**src/hdl/i2c_slave_pkg.sv**
```systemverilog
// register map, field positions, reset values and carrier types of the two-wire slave
// assumes a 32-bit Avalon-MM slave port with word-aligned byte addresses
package i2c_slave_pkg;
   // ==========================================================
   // register byte offsets
   localparam logic [4:0] OFS_DATA = 5'h00;
   localparam logic [4:0] OFS_ADDR = 5'h04;
   localparam logic [4:0] OFS_CTRL = 5'h08;
   localparam logic [4:0] OFS_STAT = 5'h0C;
   localparam logic [4:0] OFS_MASK = 5'h10;
   // ==========================================================
   // control register fields (serial_control_one)
   localparam int BIT_ACK = 0;
   localparam int BIT_WAKE = 1;
   localparam int BIT_DIR = 2;
   localparam int BIT_HIT = 3;
   // ==========================================================
   // interrupt status and mask fields
   localparam int EV_HIT = 0;
   localparam int EV_BYTE = 1;
   localparam int EV_NACK = 2;
   localparam int EV_W = 3;
   // ==========================================================
   // reset values and counts
   localparam logic RST_ADDR_BIT0 = 1'b0;
   localparam logic RST_WAKE = 1'b0;
   localparam logic RST_ACK = 1'b1;
   localparam logic [EV_W-1:0] RST_EV = 3'h0;
   localparam logic [3:0] BITS_PER_BYTE = 4'h8;
   localparam logic [3:0] ADDR_BITS = 4'h7;
   localparam logic [31:0] READ_UNMAPPED = 32'h0000_0000;
   // ==========================================================
   // carrier types
   typedef struct packed {
      logic read;
      logic write;
      logic [4:0] address;
      logic [31:0] writedata;
   } avs_req_t;
   typedef struct packed {
      logic [31:0] readdata;
      logic waitrequest;
   } avs_rsp_t;
   typedef struct packed {
      logic scl;
      logic sda;
   } pins_t;
endpackage

```
**src/hdl/i2c_slave_address_data_status.sv**
```systemverilog
// two-wire slave: address match, direction flag, acknowledge flag, shared data and own address
// assumes an external master drives the clock line; the data line is open drain
`timescale 1ns/1ps
module i2c_slave_address_data_status (
   input wire logic clk_sys,
   input wire logic rst,
   input wire i2c_slave_pkg::avs_req_t avsReq,
   output i2c_slave_pkg::avs_rsp_t avsRsp,
   input wire i2c_slave_pkg::pins_t pinIn,
   output logic sdaOut,
   output logic sdaOe,
   output logic irq,
   output logic wakeReq
);
   import i2c_slave_pkg::*;

   // ==========================================================
   // pin sampling and bus conditions
   pins_t pinS;
   logic sclD_q, sdaD_q;
   pin_sync #(.WIDTH(2)) u_sync (
      .clk_sys(clk_sys),
      .rst(rst),
      .din({pinIn.scl, pinIn.sda}),
      .dout({pinS.scl, pinS.sda})
   );
   always_ff @(posedge clk_sys or posedge rst) begin
      if (rst) begin
         sclD_q <= 1'b1;
         sdaD_q <= 1'b1;
      end else begin
         sclD_q <= pinS.scl;
         sdaD_q <= pinS.sda;
      end
   end
   wire sclRise = pinS.scl & ~sclD_q;
   wire sclFall = ~pinS.scl & sclD_q;
   wire startCond = pinS.scl & sclD_q & sdaD_q & ~pinS.sda;
   wire stopCond = pinS.scl & sclD_q & ~sdaD_q & pinS.sda;

   // ==========================================================
   // state
   typedef enum logic [2:0] {ST_IDLE, ST_ADDR, ST_ACK, ST_RX, ST_TX, ST_TXACK, ST_TXNEXT, ST_WAIT} state_t;
   state_t state_q, state_d;
   logic [3:0] bitCnt_q, bitCnt_d;
   logic [7:0] dataReg_q;
   logic [7:1] ownAddr_q;
   logic ownBit0_q;
   logic dirFlag_q, ackFlag_q, hitFlag_q, wakeEn_q;
   logic [EV_W-1:0] evStat_q, evMask_q;
   logic sdaOe_d;
   logic [7:0] shQ;

   wire addrLast = (state_q == ST_ADDR) & sclRise & (bitCnt_q == ADDR_BITS);
   wire addrMatch = (shQ[6:0] == ownAddr_q[7:1]);
   wire hitEv = addrLast & addrMatch;
   wire rxLast = (state_q == ST_RX) & sclRise & (bitCnt_q == BITS_PER_BYTE - 4'h1);
   wire txAckRise = (state_q == ST_TXACK) & sclRise;
   wire nackEv = txAckRise & pinS.sda;
   wire ackSecond = (state_q == ST_ACK) & sclFall & sdaOe;
   wire txLoad = (ackSecond & dirFlag_q) | ((state_q == ST_TXNEXT) & sclFall);
   wire txShift = (state_q == ST_TX) & sclFall & (bitCnt_q != BITS_PER_BYTE);
   wire rxShift = ((state_q == ST_ADDR) | (state_q == ST_RX)) & sclRise;

   shift_byte u_shift (
      .clk_sys(clk_sys),
      .rst(rst),
      .load(txLoad),
      .loadVal({dataReg_q[6:0], 1'b0}),
      .shiftEn(rxShift | txShift),
      .bitIn(pinS.sda),
      .q(shQ)
   );

   // ==========================================================
   // bit-level sequencer
   always_comb begin
      state_d = state_q;
      bitCnt_d = bitCnt_q;
      sdaOe_d = sdaOe;
      if (startCond) begin
         state_d = ST_ADDR;
         bitCnt_d = 4'h0;
         sdaOe_d = 1'b0;
      end else if (stopCond) begin
         state_d = ST_IDLE;
         sdaOe_d = 1'b0;
      end else begin
         unique case (state_q)
            ST_IDLE, ST_WAIT: begin
            end
            ST_ADDR: begin
               if (sclRise) begin
                  bitCnt_d = bitCnt_q + 4'h1;
                  if (addrLast) begin
                     state_d = addrMatch ? ST_ACK : ST_WAIT;
                  end
               end
            end
            ST_ACK: begin
               if (sclFall) begin
                  if (!sdaOe) begin
                     sdaOe_d = 1'b1;
                  end else if (dirFlag_q) begin
                     state_d = ST_TX;
                     sdaOe_d = ~dataReg_q[7];
                     bitCnt_d = 4'h1;
                  end else begin
                     state_d = ST_RX;
                     sdaOe_d = 1'b0;
                     bitCnt_d = 4'h0;
                  end
               end
            end
            ST_RX: begin
               if (sclRise) begin
                  bitCnt_d = bitCnt_q + 4'h1;
                  if (rxLast) begin
                     state_d = ST_ACK;
                  end
               end
            end
            ST_TX: begin
               if (sclFall) begin
                  if (bitCnt_q == BITS_PER_BYTE) begin
                     sdaOe_d = 1'b0;
                     state_d = ST_TXACK;
                  end else begin
                     sdaOe_d = ~shQ[7];
                     bitCnt_d = bitCnt_q + 4'h1;
                  end
               end
            end
            ST_TXACK: begin
               if (sclRise) begin
                  state_d = pinS.sda ? ST_WAIT : ST_TXNEXT;
               end
            end
            ST_TXNEXT: begin
               if (sclFall) begin
                  state_d = ST_TX;
                  sdaOe_d = ~dataReg_q[7];
                  bitCnt_d = 4'h1;
               end
            end
         endcase
      end
   end

   always_ff @(posedge clk_sys or posedge rst) begin
      if (rst) begin
         state_q <= ST_IDLE;
         bitCnt_q <= 4'h0;
         sdaOe <= 1'b0;
         sdaOut <= 1'b0;
      end else begin
         state_q <= state_d;
         bitCnt_q <= bitCnt_d;
         sdaOe <= sdaOe_d;
         sdaOut <= 1'b0;
      end
   end

   // ==========================================================
   // register bus decode
   logic waitQ;
   wire busReq = avsReq.read | avsReq.write;
   wire wrTake = avsReq.write & ~waitQ;
   wire rdTake = avsReq.read & ~waitQ;
   wire wrData = wrTake & (avsReq.address == OFS_DATA);
   wire wrAddr = wrTake & (avsReq.address == OFS_ADDR);
   wire wrCtrl = wrTake & (avsReq.address == OFS_CTRL);
   wire wrMask = wrTake & (avsReq.address == OFS_MASK);
   wire rdStat = rdTake & (avsReq.address == OFS_STAT);
   wire [7:0] ctrlView = {4'h0, hitFlag_q, dirFlag_q, wakeEn_q, ackFlag_q};
   wire [31:0] rdMux =
      (avsReq.address == OFS_DATA) ? {24'h0, dataReg_q} :
      (avsReq.address == OFS_ADDR) ? {24'h0, ownAddr_q, ownBit0_q} :
      (avsReq.address == OFS_CTRL) ? {24'h0, ctrlView} :
      (avsReq.address == OFS_STAT) ? {29'h0, evStat_q} :
      (avsReq.address == OFS_MASK) ? {29'h0, evMask_q} : READ_UNMAPPED;
   wire [EV_W-1:0] evSet = {nackEv, rxLast, hitEv};
   // a status read clears only the bits it reported, so an event landing between capture and clear is kept
   wire [EV_W-1:0] evClr = rdStat ? avsRsp.readdata[EV_W-1:0] : RST_EV;
   wire [EV_W-1:0] evNext = (evStat_q & ~evClr) | evSet;

   // waitrequest is a copy of waitQ kept in this process, so the response struct has one driver
   always_ff @(posedge clk_sys or posedge rst) begin
      if (rst) begin
         waitQ <= 1'b1;
         avsRsp.waitrequest <= 1'b1;
         avsRsp.readdata <= 32'h0000_0000;
      end else begin
         waitQ <= ~(busReq & waitQ);
         avsRsp.waitrequest <= ~(busReq & waitQ);
         if (avsReq.read & waitQ) begin
            avsRsp.readdata <= rdMux;
         end
      end
   end

   // ==========================================================
   // registers and flags
   always_ff @(posedge clk_sys) begin
      if (rxLast) begin
         dataReg_q <= {shQ[6:0], pinS.sda};
      end else if (wrData) begin
         dataReg_q <= avsReq.writedata[7:0];
      end
      if (wrAddr) begin
         ownAddr_q <= avsReq.writedata[7:1];
      end
   end

   always_ff @(posedge clk_sys or posedge rst) begin
      if (rst) begin
         ownBit0_q <= RST_ADDR_BIT0;
         wakeEn_q <= RST_WAKE;
         ackFlag_q <= RST_ACK;
         dirFlag_q <= 1'b0;
         hitFlag_q <= 1'b0;
         evStat_q <= RST_EV;
         evMask_q <= RST_EV;
         irq <= 1'b0;
         wakeReq <= 1'b0;
      end else begin
         if (wrAddr) begin
            ownBit0_q <= avsReq.writedata[0];
         end
         if (wrCtrl) begin
            wakeEn_q <= avsReq.writedata[BIT_WAKE];
         end
         if (wrMask) begin
            evMask_q <= avsReq.writedata[EV_W-1:0];
         end
         if (hitEv) begin
            dirFlag_q <= pinS.sda;
         end
         if (txAckRise) begin
            ackFlag_q <= pinS.sda;
         end
         if (hitEv) begin
            hitFlag_q <= 1'b1;
         end else if (startCond | rxLast | txAckRise) begin
            hitFlag_q <= 1'b0;
         end
         evStat_q <= evNext;
         irq <= |(evNext & (wrMask ? avsReq.writedata[EV_W-1:0] : evMask_q));
         wakeReq <= hitEv & wakeEn_q;
      end
   end

   // ==========================================================
   // checks
   property p_dir;
      @(posedge clk_sys) disable iff (rst) hitEv |=> (dirFlag_q == $past(pinS.sda)) && hitFlag_q;
   endproperty
   a_dir: assert property (p_dir) else $error("direction flag not latched on match");

   property p_ack;
      @(posedge clk_sys) disable iff (rst)
         (state_q == ST_ACK && sclFall && !sdaOe && !startCond && !stopCond) |=> sdaOe;
   endproperty
   a_ack: assert property (p_ack) else $error("acknowledge not driven");

   property p_nomatch;
      @(posedge clk_sys) disable iff (rst) (addrLast && !addrMatch && !startCond) |=> state_q == ST_WAIT && !hitFlag_q;
   endproperty
   a_nomatch: assert property (p_nomatch) else $error("selected on a foreign address");

   property p_rxack;
      @(posedge clk_sys) disable iff (rst) txAckRise |=> ackFlag_q == $past(pinS.sda);
   endproperty
   a_rxack: assert property (p_rxack) else $error("acknowledge flag wrong");

   property p_release;
      @(posedge clk_sys) disable iff (rst) (nackEv && !stopCond) |=> (state_q == ST_WAIT) && !sdaOe;
   endproperty
   a_release: assert property (p_release) else $error("data line held after no acknowledge");

   property p_wake;
      @(posedge clk_sys) disable iff (rst) hitEv |=> wakeReq == $past(wakeEn_q);
   endproperty
   a_wake: assert property (p_wake) else $error("wake request wrong");

   property p_rxdata;
      @(posedge clk_sys) disable iff (rst) rxLast |=> dataReg_q == {$past(shQ[6:0]), $past(pinS.sda)};
   endproperty
   a_rxdata: assert property (p_rxdata) else $error("received byte not stored");

   property p_irq;
      @(posedge clk_sys) disable iff (rst) (hitEv && evMask_q[EV_HIT] && !wrMask) |=> irq [*2];
   endproperty
   a_irq: assert property (p_irq) else $error("no interrupt on match");

   property p_bus;
      @(posedge clk_sys) disable iff (rst) (busReq && waitQ) |=> !waitQ ##1 waitQ;
   endproperty
   a_bus: assert property (p_bus) else $error("bus answer timing wrong");
endmodule

```
**src/hdl/pin_sync.sv**
```systemverilog
// three-stage synchroniser with agreement filter, one per bit
// assumes asynchronous inputs; output moves only when stages two and three agree
`timescale 1ns/1ps
module pin_sync #(
   parameter int WIDTH = 2
) (
   input wire logic clk_sys,
   input wire logic rst,
   input wire logic [WIDTH-1:0] din,
   output logic [WIDTH-1:0] dout
);
   logic [WIDTH-1:0] s1_q, s2_q, s3_q;
   genvar i;
   generate
      for (i = 0; i < WIDTH; i++) begin : g_bit
         always_ff @(posedge clk_sys or posedge rst) begin
            if (rst) begin
               s1_q[i] <= 1'b1;
               s2_q[i] <= 1'b1;
               s3_q[i] <= 1'b1;
               dout[i] <= 1'b1;
            end else begin
               s1_q[i] <= din[i];
               s2_q[i] <= s1_q[i];
               s3_q[i] <= s2_q[i];
               if (s2_q[i] == s3_q[i]) begin
                  dout[i] <= s3_q[i];
               end
            end
         end
      end
   endgenerate
endmodule

```
**src/hdl/shift_byte.sv**
```systemverilog
// eight-bit shifter, most significant bit first, with parallel load
// assumes the caller never asks for load and shift in one cycle; load wins
`timescale 1ns/1ps
module shift_byte (
   input wire logic clk_sys,
   input wire logic rst,
   input wire logic load,
   input wire logic [7:0] loadVal,
   input wire logic shiftEn,
   input wire logic bitIn,
   output logic [7:0] q
);
   always_ff @(posedge clk_sys or posedge rst) begin
      if (rst) begin
         q <= 8'h00;
      end else if (load) begin
         q <= loadVal;
      end else if (shiftEn) begin
         q <= {q[6:0], bitIn};
      end
   end
endmodule

```
**config.mk**
```make
export PLATFORM = sky130hd
export DESIGN_NAME = i2c_slave_address_data_status
export DESIGN_NICKNAME = d
export VERILOG_FILES = /design/src/hdl/i2c_slave_pkg.sv /design/src/hdl/i2c_slave_address_data_status.sv /design/src/hdl/pin_sync.sv /design/src/hdl/shift_byte.sv
export SDC_FILE = /design/constraint.sdc
export NUM_CORES = 1
export LEC_CHECK = 0
export ABC_CLOCK_PERIOD_IN_PS = 5840
export BUFFER_PORTS_ARGS = -buffer_cell sky130_fd_sc_hd__buf_2
export CORE_MARGIN = 2
export CORE_UTILIZATION = 59
export CTS_CLUSTER_DIAMETER = 60
export DETAILED_ROUTE_END_ITERATION = 10
export GPL_ROUTABILITY_DRIVEN = 1
export GPL_TIMING_DRIVEN = 0
export MAX_ROUTING_LAYER = met4
export PLACE_DENSITY_LB_ADDON = 0.08
export SKIP_LAST_GASP = 1
export SYNTH_ARGS = -nofsm -noshare
export SYNTH_HDL_FRONTEND = slang
export SYNTH_HIERARCHICAL = 1
export SYNTH_SLANG_ARGS = --single-unit
export TNS_END_PERCENT = 10
```
**constraint.sdc**
```tcl
create_clock -name clk_sys -period 5.84 [get_ports clk_sys]
set_input_delay 0.876 -clock clk_sys [delete_from_list [all_inputs] [get_ports clk_sys]]
set_output_delay 0.876 -clock clk_sys [all_outputs]
set_load 0.05 [all_outputs]
```
==> run metrics <==
Reg area roughly 0.0017 sq mm; Worst EP required 6.02 ns; final hold slack 0.3570 ns; f_max 0.4452 GHz; area fraction of the dominant cell type after synthesis 25.42%; Synth area leaders dfrtp_1, edfxtp_1, dfstp_2, nand2_1, buf_4; clk slew on worst S/H paths 0.08 ns; Hold Fails Final Rpt 0; PD cells 382.4 mW/mm^2; Hold/Removal Path Class reg -> reg; H-tree depth 3; Tightest Pin Transition 0.8726 ns; DIE AREA 0.006641 sq mm; Synth Cell Area 0.003543 sq mm; detailed-route DRC error count 0; worst r2r src bitCnt_q[0]; Max Transition Viols Final 0; post-CTS setup buffers 0; nature of the critical path endpoint flop; distinct cell type count after synthesis 73; RSZ-0062 raised after global routing false; EDFF count, synth 15; crit path time final approximately 2.2 ns; CTS buffer count 9; std cell rows 28; largest net degree at the start of global routing 33; vias in the first global route 2486; final wirelength about 7500 um; Yosys reg bits 63; CTS tree yes; asr flop ratio synth between 70% and 80%; Horiz. Die Dim between 80 and 90 um; Reg2Reg Depth 10; list of most frequent post-synthesis cells nand2_1, dfrtp_1, buf_4, edfxtp_1, o21ai_1; fill count 456; CP Class reg -> reg; internal reg-to-reg setup slack about 3.6 ns; Ys Warns 6; maximum VDD drop 0.1925 mV; core area 0.005851 sq mm; Max-slew headroom 41.38%; area of the multi-input gates 0.001657 sq mm; setup TNS 0 ns; leakage power 1.873 nW; Setup-failing EPs final 0; period utilisation layout 38.47%; average size of a mapped cell around 11 sq um; area grow syn2layout 15.43%; post-layout net count between 400 and 500; cell taking the most area after synthesis dfrtp_1; global-route wire length before repair 12080 um; CTS resizes 0; vias per cell 5.478; Starting Density 60.56%; num ports 80; WL/cell 15.61 um; number of hold buffers added after cts 0; Final GP Congestion 0.8761; Arrival @ worst endpoint about 2.4 ns; register area share after synthesis 47.03%; share of layout cells above drive strength 1 30.20%; status complete, no violations; Critical Path End u_shift/q[7]; clock buffer depth 2; Clock Sinks 63; drt first pass iters 4; antenna-violating nets left 0; count leader, synth nand2_1; Root Buffer clkbuf_8; Die H around 80 um; DRT iter0 DRCs roughly 220; GRT Total Usage 25.07%; total grt overflow 0; Max Cap Viol 0; DR vias 2624; IO buf count 30; Setup WS pre-CTS 3.266 ns; worst setup path startpoint bitCnt_q[0]; PnR worst setup slack 3.594 ns; element type at the critical path start flop; crit path max fanout 8; initial antenna violation count 0; Synth Flop Type dfrtp_1; DP Wirelength 5460 um; antenna cells 0; Setup Skew 0.01010 ns; reg2reg end u_shift/q[7]; synthesized instance count 332; Worst-Skew Late Latency 0.34 ns
[critical path, stage by stage, from the launching register on]
cell and delay, ns:
dfrtp_1 0.42, inv_1 0.06, ha_1 0.21, nand3b_1 0.16, a21oi_1 0.11, o211ai_2 0.24
nand3_4 0.15, nor2_1 0.23, buf_6 0.20, mux2i_1 0.21, o21ai_1 0.09
[where the power goes]
part	switching [mW]	leakage (nW)	internal (mW)
Clock	0.173	0.0926	0.196
Sequential	0.0804	0.729	0.531
Combinational	0.351	1.05	0.233
[state kept, by name (all words and copies together) (netlist names), 2 cells and up]
name         flops
evStat_q         3
u_sync/s3_q      2
u_sync/s2_q      2
u_shift/q        8
state_q          3
dataReg_q        8
avsRsp           8
u_sync/s1_q      2
ownAddr_q        7
bitCnt_q         4
u_sync/dout      2
evMask_q         3
[stage by stage]
stage	total power, mW	cells	utilization (%)	instance area, sq um
finish	1.564	479	69.91	4090
global route	1.650	479	69.91	4090
CTS	1.560	478	69.57	4070
detailed placement	1.190	462	66.34	3881
global placement	1.171	462	66.34	3881
floorplan	1.074	357	-	3637
[kinds of logic (layout without fill, tap and decap cells)]
kind of cell / after synthesis / in the layout / share of synthesized area, %
AOI/OAI and AO/OA: 66 / 66 / 13.38
xor gates and xnor gates: 7 / 7 / 1.730
adders and majority gates: 4 / 4 / 1.342
buffers and inverters: 48 / 95 / 8.863
DFF: 63 / 63 / 47.03
muxes: 19 / 19 / 5.826
other: 1 / 26 / 0.1058
and+or+nand+nor: 124 / 124 / 21.72
[how the worst min path moves through the flow]
stage	depth (start not counted)	start	slack (ns)	endpoint
after floorplan	0	u_sync/s1_q[0]	0.35	u_sync/s2_q[0]
after global placement	0	u_sync/s1_q[1]	0.35	u_sync/s2_q[1]
after detailed placement	0	u_sync/s1_q[1]	0.35	u_sync/s2_q[1]
after CTS	0	u_sync/s1_q[1]	0.36	u_sync/s2_q[1]
after global routing	0	u_sync/s1_q[0]	0.37	u_sync/s2_q[0]
final	0	u_sync/s1_q[1]	0.36	u_sync/s2_q[1]
[cell type report]
class | instances | area share [%]
plain buffers | 35 | 6.485
clock buffers | 10 | 3.120
clock inverters | 6 | 1.499
inverters | 13 | 1.193
multi-input cells | 246 | 40.50
flip-flops and latches | 63 | 40.75
well taps | 75 | 2.294
repair buffers | 31 | 4.160
[layer usage]
metal / vias up / share of wire, % / GRT usage, %
li1: 1269 / - / -
met1: 1267 / 46 / 33.91
met2: 76 / 48 / 39.10
met3: 12 / 4.4 / 3.407
met4: 0 / 1.3 / 8.814
met5: - / 0 / -
[cell usage in the layout (no fill, tap or decap), types with 4 or more instances in the layout]
cell type / n
nor2_1: 11
o21ai_1: 14
buf_2: 32
xor2_1: 7
nand2b_1: 7
nor4_1: 4
nand4b_1: 5
nand2_1: 59
dfrtp_1: 36
clkbuf_8: 9
a21oi_1: 13
a211oi_1: 4
edfxtp_1: 15
mux2i_1: 12
buf_4: 29
dfstp_2: 12
inv_1: 11
conb_1: 26
a22oi_1: 7
No activity file was read; power rests on OpenSTA's default activity.
